[src/include/dcpc_pkg.sv]
package dcpc_pkg;
    // ****************************************************************
    // register offsets (byte addresses on the avalon word bus)
    // ****************************************************************
    localparam logic [7:0] OFS_LENGTH = 8'h58;
    localparam logic [7:0] OFS_CONFIG = 8'h5c;
    localparam logic [7:0] OFS_ROLE   = 8'h60;
    localparam logic [7:0] OFS_STATUS = 8'h64;

    // ****************************************************************
    // control_pipe_config fields
    // ****************************************************************
    localparam int BIT_CNTMODE = 8;
    localparam int BIT_EOTDIS  = 7;
    localparam int BIT_DIR     = 4;

    // role register and status register fields
    localparam int BIT_HOST    = 0;
    localparam int BIT_INSEL   = 1;
    localparam int BIT_RDREADY = 0;
    localparam int BIT_TXREADY = 1;
    localparam int BIT_NAK     = 2;
    localparam int BIT_XMIT    = 3;
    localparam int BIT_SENDREQ = 4;

    localparam logic [15:0] RST_LENGTH = 16'h0000;
    localparam logic [15:0] RST_CONFIG = 16'h0000;
    localparam logic [15:0] CFG_MASK   = 16'h0190;

    // one buffer side of the default control pipe, in bytes
    localparam int SIDE_BYTES = 256;

    typedef enum logic [1:0] {
        DCPC_IDLE  = 2'b00,
        DCPC_FILL  = 2'b01,
        DCPC_READY = 2'b10
    } dcpc_buf_state_t;
endpackage

[src/include/dcpc_cfg_if.sv]
`timescale 1ns/1ps
interface dcpc_cfg_if;
    logic        cnt_mode;
    logic        eot_disable;
    logic        xmit;
    logic        buf_ready;
    logic        set_nak;
    logic [15:0] fill_count;

    modport ctl (output cnt_mode, output eot_disable, output xmit,
                 input buf_ready, input set_nak, input fill_count);
    modport buf_side (input cnt_mode, input eot_disable, input xmit,
                      output buf_ready, output set_nak,
                      output fill_count);
endinterface

[src/logic/dcpc_buf_ctl.sv]
`timescale 1ns/1ps
module dcpc_buf_ctl #(
    parameter int SIDE = dcpc_pkg::SIDE_BYTES
) (
    input  wire logic        clk,
    input  wire logic        resetn,
    input  wire logic        ce,
    dcpc_cfg_if.buf_side     cfg,
    input  wire logic [6:0]  max_packet,
    input  wire logic        buf_clear,
    input  wire logic        rx_pkt_end,
    input  wire logic [15:0] rx_pkt_bytes,
    input  wire logic        rx_ok,
    input  wire logic        sw_wr_byte,
    input  wire logic        sw_valid,
    input  wire logic        drained
);
    dcpc_pkg::dcpc_buf_state_t state;
    dcpc_pkg::dcpc_buf_state_t next_state;
    logic [15:0] count;
    logic [15:0] next_count;
    logic        short_pkt;
    logic        rx_done;
    logic        tx_done;
    logic [15:0] side_w;
    logic [15:0] mps_w;

    assign side_w    = 16'(SIDE);
    assign mps_w     = {9'h000, max_packet};
    assign short_pkt = rx_pkt_bytes < mps_w;

    // receive side completion
    assign rx_done = rx_pkt_end && rx_ok && (
        !cfg.cnt_mode ||
        (count + rx_pkt_bytes >= side_w) ||
        (short_pkt && rx_pkt_bytes != 16'h0000) ||
        (rx_pkt_bytes == 16'h0000 && count != 16'h0000));

    // transmit side completion, count includes the byte written now
    assign tx_done = (sw_wr_byte && !cfg.cnt_mode
                      && count + 16'h0001 == mps_w) ||
                     (sw_wr_byte && cfg.cnt_mode
                      && count + 16'h0001 == side_w) ||
                     (sw_valid && count < (cfg.cnt_mode ? side_w
                                                        : mps_w));

    assign next_count = buf_clear ? 16'h0000 :
                        (state == dcpc_pkg::DCPC_READY) ?
                            (drained ? 16'h0000 : count) :
                        (!cfg.xmit && rx_pkt_end && rx_ok) ?
                            count + rx_pkt_bytes :
                        (cfg.xmit && sw_wr_byte) ? count + 16'h0001 :
                        count;

    always_comb begin
        next_state = state;
        case (state)
            dcpc_pkg::DCPC_IDLE,
            dcpc_pkg::DCPC_FILL: begin
                if (cfg.xmit ? tx_done : rx_done) begin
                    next_state = dcpc_pkg::DCPC_READY;
                end else if (next_count != 16'h0000) begin
                    next_state = dcpc_pkg::DCPC_FILL;
                end
            end
            dcpc_pkg::DCPC_READY: begin
                if (drained) begin
                    next_state = dcpc_pkg::DCPC_IDLE;
                end
            end
            default: next_state = dcpc_pkg::DCPC_IDLE;
        endcase
        if (buf_clear) begin
            next_state = dcpc_pkg::DCPC_IDLE;
        end
    end

    always_ff @(posedge clk) begin
        if (!resetn) begin
            state <= dcpc_pkg::DCPC_IDLE;
            count <= 16'h0000;
        end else if (ce) begin
            state <= next_state;
            count <= next_count;
        end
    end

    assign cfg.buf_ready  = state == dcpc_pkg::DCPC_READY;
    assign cfg.fill_count = count;
    // short packet, or zero-length packet unless the continuous side is empty, normally ends the transfer
    assign cfg.set_nak = ce && cfg.eot_disable && !cfg.xmit && rx_pkt_end
                         && rx_ok && short_pkt;

    a_rx_single_pkt : assert property (
        @(posedge clk) disable iff (!resetn)
        ce && !cfg.cnt_mode && !cfg.xmit && rx_pkt_end && rx_ok && !buf_clear
        && state != dcpc_pkg::DCPC_READY |=> cfg.buf_ready)
        else $error("packet received but buffer not readable");
    a_tx_valid_ready : assert property (
        @(posedge clk) disable iff (!resetn)
        ce && cfg.xmit && sw_valid && !buf_clear
        && state != dcpc_pkg::DCPC_READY |=> cfg.buf_ready)
        else $error("buffer valid did not ready the buffer");
    a_cnt_full_side : assert property (
        @(posedge clk) disable iff (!resetn)
        ce && cfg.cnt_mode && cfg.xmit && sw_wr_byte && !buf_clear
        && state != dcpc_pkg::DCPC_READY && count == side_w - 16'h0001
        |=> cfg.buf_ready)
        else $error("full side written but buffer not ready");
    a_cnt_zlp_empty : assert property (
        @(posedge clk) disable iff (!resetn)
        ce && cfg.cnt_mode && !cfg.xmit && rx_pkt_end && rx_ok
        && rx_pkt_bytes == 16'h0000 && count == 16'h0000
        && state == dcpc_pkg::DCPC_IDLE && !buf_clear
        |=> !cfg.buf_ready)
        else $error("empty zero-length packet made buffer readable");
    a_clear_empties : assert property (@(posedge clk) disable iff (!resetn)
        ce && buf_clear |=> count == 16'h0000 && !cfg.buf_ready)
        else $error("buffer clear did not empty the buffer");
    c_rx_ready : cover property (@(posedge clk) disable iff (!resetn)
        !cfg.xmit && cfg.buf_ready);
    c_tx_ready : cover property (@(posedge clk) disable iff (!resetn)
        cfg.xmit && cfg.cnt_mode && cfg.buf_ready);
endmodule

[src/logic/dcpc_sync.sv]
`timescale 1ns/1ps
module dcpc_sync (
    input  wire logic clk,
    input  wire logic resetn,
    input  wire logic ce,
    input  wire logic async_in,
    output logic      sync_out
);
    logic s1;
    logic s2;
    logic s3;

    // a change is taken once the second and third stages agree
    always_ff @(posedge clk) begin
        if (!resetn) begin
            s1       <= 1'b0;
            s2       <= 1'b0;
            s3       <= 1'b0;
            sync_out <= 1'b0;
        end else if (ce) begin
            s1 <= async_in;
            s2 <= s1;
            s3 <= s2;
            if (s2 == s3) begin
                sync_out <= s3;
            end
        end
    end
endmodule

[src/logic/dcpc_top.sv]
`timescale 1ns/1ps
// Functional notes
// - length field sixteen bits, low byte b7-0
// - peripheral: received length loaded, writes ignored
// - host: direction bit, zero receive, one send
// - peripheral: in-select bit gives direction instead
// - single mode receive: readable after one packet
// - single mode send: full packet or valid
// - continuous receive: side full, short, zlp after data
// - continuous send: side full or valid
// - end disable sets nak on a short receive packet
// - short packet, or zero-length packet unless continuous side empty, ends transfer
module dcpc_top #(
    parameter int SIDE = dcpc_pkg::SIDE_BYTES
) (
    input  wire logic        CLK,
    input  wire logic        RESETN,
    input  wire logic        CE,
    // avalon-mm slave
    input  wire logic [7:0]  AVS_ADDRESS,
    input  wire logic        AVS_READ,
    input  wire logic        AVS_WRITE,
    input  wire logic [3:0]  AVS_BYTEENABLE,
    input  wire logic [31:0] AVS_WRITEDATA,
    output logic [31:0]      AVS_READDATA,
    output logic             AVS_WAITREQUEST,
    // setup receive path (peripheral role)
    input  wire logic        SETUP_RX_STROBE,
    input  wire logic [15:0] SETUP_RX_LENGTH,
    // setup send request state from the pipe control logic
    input  wire logic        SETUP_SEND_REQUEST,
    // packet and buffer events from the link engine
    input  wire logic [6:0]  MAX_PACKET,
    input  wire logic        AUTO_BUFFER_CLEAR,
    input  wire logic        RX_PKT_END,
    input  wire logic [15:0] RX_PKT_BYTES,
    input  wire logic        RX_OK,
    input  wire logic        SW_WR_BYTE,
    input  wire logic        BUFFER_VALID,
    input  wire logic        DRAINED,
    // role strap pin, from outside the clock domain
    input  wire logic        HOST_ROLE_PIN,
    output logic [15:0]      SETUP_LENGTH,
    output logic             XMIT_DIR,
    output logic             BUF_READY,
    output logic             PIPE_NAK_SET
);
    // ****************************************************************
    // state and wiring
    // ****************************************************************
    logic [15:0] length;
    logic [15:0] config_reg;
    logic        in_select;
    logic        host_sync;
    logic        nak_seen;
    logic        pending;
    logic [31:0] rdata;
    logic [31:0] next_rdata;

    dcpc_cfg_if cfg ();

    dcpc_sync u_sync (
        .clk      (CLK),
        .resetn   (RESETN),
        .ce       (CE),
        .async_in (HOST_ROLE_PIN),
        .sync_out (host_sync)
    );

    dcpc_buf_ctl #(
        .SIDE (SIDE)
    ) u_buf (
        .clk          (CLK),
        .resetn       (RESETN),
        .ce           (CE),
        .cfg          (cfg),
        .max_packet   (MAX_PACKET),
        .buf_clear    (AUTO_BUFFER_CLEAR),
        .rx_pkt_end   (RX_PKT_END),
        .rx_pkt_bytes (RX_PKT_BYTES),
        .rx_ok        (RX_OK),
        .sw_wr_byte   (SW_WR_BYTE),
        .sw_valid     (BUFFER_VALID),
        .drained      (DRAINED)
    );

    // ****************************************************************
    // address decode
    // ****************************************************************
    logic hit_len;
    logic hit_cfg;
    logic hit_role;
    logic hit_stat;
    logic wr_len;
    logic wr_cfg;
    logic wr_role;
    logic [15:0] wmask;
    logic [15:0] len_wdata;
    logic [15:0] cfg_wdata;

    assign hit_len  = AVS_ADDRESS == dcpc_pkg::OFS_LENGTH;
    assign hit_cfg  = AVS_ADDRESS == dcpc_pkg::OFS_CONFIG;
    assign hit_role = AVS_ADDRESS == dcpc_pkg::OFS_ROLE;
    assign hit_stat = AVS_ADDRESS == dcpc_pkg::OFS_STATUS;
    assign wmask = {{8{AVS_BYTEENABLE[1]}}, {8{AVS_BYTEENABLE[0]}}};

    // peripheral role ignores software writes to the length field
    assign wr_len  = CE && AVS_WRITE && !pending && hit_len
                     && host_sync;
    assign wr_cfg  = CE && AVS_WRITE && !pending && hit_cfg;
    assign wr_role = CE && AVS_WRITE && !pending && hit_role;

    // b7-0 is the low byte, selected by byte lane 0
    assign len_wdata = (length & ~wmask)
                       | (AVS_WRITEDATA[15:0] & wmask);
    // unassigned bits are never stored
    assign cfg_wdata = ((config_reg & ~wmask)
                       | (AVS_WRITEDATA[15:0] & wmask))
                       & dcpc_pkg::CFG_MASK;

    // ****************************************************************
    // length field
    // ****************************************************************
    always_ff @(posedge CLK) begin
        if (!RESETN) begin
            length <= dcpc_pkg::RST_LENGTH;
        end else if (CE) begin
            if (!host_sync && SETUP_RX_STROBE) begin
                length <= SETUP_RX_LENGTH;
            end else if (wr_len) begin
                length <= len_wdata;
            end
        end
    end

    // ****************************************************************
    // configuration and role registers
    // ****************************************************************
    always_ff @(posedge CLK) begin
        if (!RESETN) begin
            config_reg <= dcpc_pkg::RST_CONFIG;
            in_select  <= 1'b0;
        end else if (CE) begin
            if (wr_cfg) begin
                config_reg <= cfg_wdata;
            end
            if (wr_role && AVS_BYTEENABLE[0]) begin
                in_select <= AVS_WRITEDATA[dcpc_pkg::BIT_INSEL];
            end
        end
    end

    // direction source depends on role
    assign cfg.xmit = host_sync
                      ? config_reg[dcpc_pkg::BIT_DIR]
                      : in_select;
    assign cfg.cnt_mode    = config_reg[dcpc_pkg::BIT_CNTMODE];
    // end-of-transfer nak only applies to a receiving pipe
    assign cfg.eot_disable = config_reg[dcpc_pkg::BIT_EOTDIS];

    // sticky view of the nak switch, cleared by a role register write with bit 16 set
    always_ff @(posedge CLK) begin
        if (!RESETN) begin
            nak_seen <= 1'b0;
        end else if (CE) begin
            if (cfg.set_nak) begin
                nak_seen <= 1'b1;
            end else if (wr_role && AVS_WRITEDATA[16]) begin
                nak_seen <= 1'b0;
            end
        end
    end

    // ****************************************************************
    // avalon answer: one wait cycle, then data from a register
    // ****************************************************************
    assign next_rdata =
        hit_len  ? {16'h0000, length} :
        hit_cfg  ? {16'h0000, config_reg & dcpc_pkg::CFG_MASK} :
        hit_role ? {30'h0, in_select, host_sync} :
        // pending setup request: software holds off length rewrites
        hit_stat ? {27'h0, SETUP_SEND_REQUEST, cfg.xmit, nak_seen,
                    cfg.buf_ready, cfg.buf_ready} :
        32'h00000000;

    always_ff @(posedge CLK) begin
        if (!RESETN) begin
            pending <= 1'b0;
            rdata   <= 32'h00000000;
        end else if (CE) begin
            pending <= (AVS_READ || AVS_WRITE) && !pending;
            if (AVS_READ && !pending) begin
                rdata <= next_rdata;
            end
        end
    end

    assign AVS_WAITREQUEST = (AVS_READ || AVS_WRITE) && !pending;
    assign AVS_READDATA    = rdata;
    assign SETUP_LENGTH    = length;
    assign XMIT_DIR        = cfg.xmit;
    assign BUF_READY       = cfg.buf_ready;
    assign PIPE_NAK_SET    = cfg.set_nak;

    // ****************************************************************
    // checks
    // ****************************************************************
    a_len_periph_ro : assert property (
        @(posedge CLK) disable iff (!RESETN)
        CE && !host_sync && !SETUP_RX_STROBE |=> $stable(length))
        else $error("length changed by software in peripheral role");
    a_len_rx_load : assert property (
        @(posedge CLK) disable iff (!RESETN)
        CE && !host_sync && SETUP_RX_STROBE
        |=> length == $past(SETUP_RX_LENGTH))
        else $error("received length not loaded");
    a_len_low_byte : assert property (
        @(posedge CLK) disable iff (!RESETN)
        wr_len && AVS_BYTEENABLE == 4'h1
        |=> length[7:0] == $past(AVS_WRITEDATA[7:0])
            && length[15:8] == $past(length[15:8]))
        else $error("low byte write mismatch");
    a_dir_host : assert property (
        @(posedge CLK) disable iff (!RESETN)
        host_sync |-> XMIT_DIR == config_reg[dcpc_pkg::BIT_DIR])
        else $error("host direction not from direction bit");
    a_dir_periph : assert property (
        @(posedge CLK) disable iff (!RESETN)
        !host_sync |-> XMIT_DIR == in_select)
        else $error("peripheral direction not from in-select");
    a_nak_on_short : assert property (
        @(posedge CLK) disable iff (!RESETN)
        CE && config_reg[dcpc_pkg::BIT_EOTDIS] && !XMIT_DIR && RX_PKT_END
        && RX_OK && RX_PKT_BYTES < {9'h0, MAX_PACKET}
        |-> PIPE_NAK_SET ##1 nak_seen)
        else $error("short packet did not switch pipe to nak");
    a_cfg_unassigned : assert property (
        @(posedge CLK) disable iff (!RESETN)
        (config_reg & ~dcpc_pkg::CFG_MASK) == 16'h0000)
        else $error("unassigned config bit set");
    a_bus_answer : assert property (@(posedge CLK) disable iff (!RESETN)
        CE && AVS_WAITREQUEST |=> !AVS_WAITREQUEST || !CE)
        else $error("bus request waited more than one cycle");
    c_host_len_write : cover property (@(posedge CLK) disable iff (!RESETN)
        wr_len);
    c_periph_load : cover property (@(posedge CLK) disable iff (!RESETN)
        !host_sync && SETUP_RX_STROBE);
    c_nak_set : cover property (@(posedge CLK) disable iff (!RESETN)
        PIPE_NAK_SET);
endmodule
[config.mk]
export PLATFORM = sky130hd
export DESIGN_NAME = dcpc_top
export DESIGN_NICKNAME = d
export VERILOG_FILES = /design/src/include/dcpc_pkg.sv /design/src/include/dcpc_cfg_if.sv /design/src/logic/dcpc_buf_ctl.sv /design/src/logic/dcpc_sync.sv /design/src/logic/dcpc_top.sv
export SDC_FILE = /design/constraint.sdc
export NUM_CORES = 1
export LEC_CHECK = 0
export CAP_MARGIN = 15
export CORE_MARGIN = 2
export CORE_UTILIZATION = 30
export CTS_BUF_LIST = sky130_fd_sc_hd__clkbuf_4 sky130_fd_sc_hd__clkbuf_8 sky130_fd_sc_hd__clkbuf_16
export CTS_CLUSTER_DIAMETER = 120
export CTS_CLUSTER_SIZE = 24
export DETAILED_ROUTE_END_ITERATION = 8
export DONT_BUFFER_PORTS = 1
export PLACE_DENSITY = 0.52
export SYNTH_ARGS = -nofsm -noshare
export SYNTH_HDL_FRONTEND = slang
export SYNTH_HIERARCHICAL = 1
export SYNTH_SLANG_ARGS = --single-unit
[constraint.sdc]
create_clock -name CLK -period 3.9 [get_ports CLK]
set_clock_uncertainty 0.1 [all_clocks]
set_input_delay 1.17 -clock CLK [delete_from_list [all_inputs] [get_ports CLK]]
set_output_delay 1.17 -clock CLK [all_outputs]
set_load 0.1 [all_outputs]
==> results by group <==
Status
  • Status: finished clean

GRT
  • Largest net degree at the start of global routing: 56
  • Initial antenna violation count: 0
  • Total Routing Usage GR: 0.1822
  • Global-route wire length before repair: 26570 um
  • Overflow after GRT: 0
  • Vias in the first global route: slightly below 5000

Setup path
  • CP max stage cell: nor4b_4
  • Reg-to-Reg End: u_buf/state[0]
  • Worst Setup EP: PIPE_NAK_SET
  • Critical Path End Type: primary output
  • R2R Path Start: u_buf/cfg.fill_count[8]
  • Buf/Inv on CP: 2
  • Crit-path cells: inv_1 -> ha_1 -> nand2_1 -> nor2_1 -> o21ai_1 -> o21ai_2 -> nor4b_4 -> buf_16
  • Critical Path RT: 2630 ps
  • Critical Path AT: around 2500 ps
  • Crit-path max cell delay: 420 ps
  • R2r setup slk: 580 ps
  • CP delay by family, top: simple AND/OR/NAND/NOR gates
  • Stages on the worst setup path: 8
  • R2R cell count: 10
  • WS Path Type: in -> out
  • Critical path launch point type: primary input
  • Worst setup path startpoint: MAX_PACKET[5]
  • Crit-path max FO: 3

STA
  • Setup TNS: 0 ps
  • Worst relative slew slack: 0.3071
  • RSZ-0062 raised after global routing: no
  • Final setup viols: 0
  • Minimum setup slack in the final design: 151.3 ps
  • Clock period minus worst slack: 3749 ps
  • Final hold violation count: 0
  • Slew Limit Fails: 0
  • Crit share post-route: 0.9612
  • Slew at the pin with the worst max-slew slack: 1038 ps
  • Fmax: about 0.27 GHz

Synthesis
  • Mapped Area: 5353 um2
  • Commonest cells in the netlist: 111 x nand2_1, 68 x nor2_1, 60 x dfxtp_1
  • Synth Instances: between 700 and 800
  • Main combinational cell family by area after synthesis: simple AND/OR/NAND/NOR gates
  • EDFF count, synth: 0
  • Post-Synth Adder-Cell Area: 0.07620
  • Unique masters post-synth: 76
  • Simple-gate share of the synthesized area: 0.2847
  • Area share of the largest cell type after synthesis: 0.2244
  • Cell with the most instances after synthesis: nand2_1
  • Synth Area in XOR/XNOR: 0.03763
  • Synth Area in Compound Gates: 0.2408
  • Syn. warnings: 6
  • FFs w/ async S/R, synth: 0
  • Syn_area_per_cell: 7.312 um2
  • Register area share after synthesis: 0.2244
  • Synthesis-stage register bit count: 60
  • Mux cell area share after synthesis: 0.05143
  • Top cells by area, synth: dfxtp_1 22%, nand2_1 7.8%, ha_1 7.2%
  • Area leader, netlist: dfxtp_1
  • Top FF cell, synth: dfxtp_1

Power and ir drop
  • Peak supply drop: 203.0 uV
  • Power consumption: 2.040 mW
  • Leak: 2.362 nW
  • Cell Pwr Density: 338.3 nW/um2

Route
  • Remaining antenna violation count after routing: 0
  • WL/cell: 17.71 um
  • Total vias in the final route: 5266
  • DRT iter0 DRCs: between 300 and 400
  • Vias per cell: about 5.5
  • DRC Markers: 0
  • WL final: 17050 um
  • Detailed Routing Iterations Pass 1: 5

Clock tree
  • Clock Tree Root: clkbuf_16
  • Clock Pin Slew Worst Setup and Hold Paths: 50 ps
  • Post-cts resize count: 0
  • Num CTS Buffers: 9
  • Post-CTS Setup Bufs: 0
  • CTS H-tree depth: 3
  • Max Root-Sink Buffers: 2
  • Clock sink count: 60
  • Later-pin clock latency in the skew report: 330 ps
  • Cts hold-fix bufs: 0
  • CTS tree: yes

Final layout
  • # diodes: 0
  • Share of cells above drive strength 1: 0.1138
  • Fill cell count: approximately 1800
  • Area grow syn2layout: 12.62%
  • Finished Layout Cells: 963
  • End-of-flow core utilization: 0.3473
  • Layout net count: 862

Placed design
  • Place WS: about 1.6 ps
  • Placed Cells: about 950
  • PortBufs: 0
  • Dpl hpwl: about 13000 um
  • RePlAce Congestion: 0.8449

Worst hold path
  • Hold crit path type: reg -> reg

Floorplanning
  • Die W: 137.6 um
  • Initial Util: 0.3084
  • Ports: 149
  • Core Rows: between 40 and 50
  • Core area: 17360 um2
  • Die Height: ~140 um
  • Die Area: 18930 um2

Run
  • Max Cap Viol: 0
-- cells by family after synthesis --
kind of cell | after synthesis
simple gates | 310
compound gates | 191
buf+inv | 88
flops | 60
fa+ha+maj | 32
mux | 27
xor+xnor | 23
other cells | 1
-- power by group --
group	internal [mW]	switching [mW]
registers	0.635	0.114
clock network	0.562	0.301
logic	0.154	0.273
-- cell type report --
| cell class | instances | area [um2] | share of cell area |
|---|---|---|---|
| multi-input combinational | 599 | 3814 | 0.6326 |
| sequential | 60 | 1201 | 0.1993 |
| timing repair buffer | 38 | 305.3 | 0.05064 |
| tap | 225 | 281.5 | 0.04670 |
| clock buffer | 9 | 225.2 | 0.03736 |
| inverter | 25 | 101.3 | 0.01681 |
| clock inverter | 7 | 100.1 | 0.01660 |
-- through the flow --
stage / instance area, um2 / hold WS [ps]
detailed placement: 5703 / 373.1
global route: 6028 / 400.9
global placement: 5703 / 370.4
finish: 6028 / 382.2
CTS: 6028 / 380.8
floorplan: 5466 / 342.7
-- worst min path at each step --
stage	from	end	slack, ps	depth (start not counted)
after floorplan	nak_seen	nak_seen	340	2
after global placement	nak_seen	nak_seen	370	2
after detailed placement	nak_seen	nak_seen	370	2
after CTS	nak_seen	nak_seen	380	2
after global routing	register	register	400	2
final	nak_seen	nak_seen	380	2
-- cells in the final DEF (no fill, tap or decap), types with 5 or more instances in the layout --
cell type,n
a211oi_1,17
a21o_1,9
a21oi_1,34
a22oi_1,13
a31oi_1,8
and2_1,7
and3_1,6
buf_4,37
clkbuf_16,9
conb_1,16
dfxtp_1,60
ha_1,28
inv_1,22
mux2i_1,23
nand2_1,111
nand2b_1,9
nand3_1,21
nand4_1,9
nand4b_1,5
nor2_1,67
nor2b_1,10
nor3_1,21
nor4_1,14
o211ai_1,20
o21a_1,6
o21ai_0,32
o21ai_1,5
o22ai_1,6
o31ai_1,5
xnor2_1,12
xor2_1,11
-- metal layers --
metal / up-vias / track usage / share of wire / wire length (um)
met5: - / 0 / 0 / 0
met1: 2424 / 0.2469 / 0.46 / 7782
met4: 0 / 0.04353 / 0.011 / 182
met2: 192 / 0.2872 / 0.44 / 7588
met3: 13 / 0.04930 / 0.088 / 1500
li1: 2637 / - / - / -
-- worst reg2reg max path: stages (launching register included) --
cell and delay (ps):
dfxtp_1 640, ha_1 370, a21o_1 230, a21o_1 180, a21oi_1 260, and4_1 230, a211oi_1 60, or4_4 540
o21ai_1 270, a41oi_1 180, a31oi_1 180
Note: power is estimated with default switching activity, not from simulation.
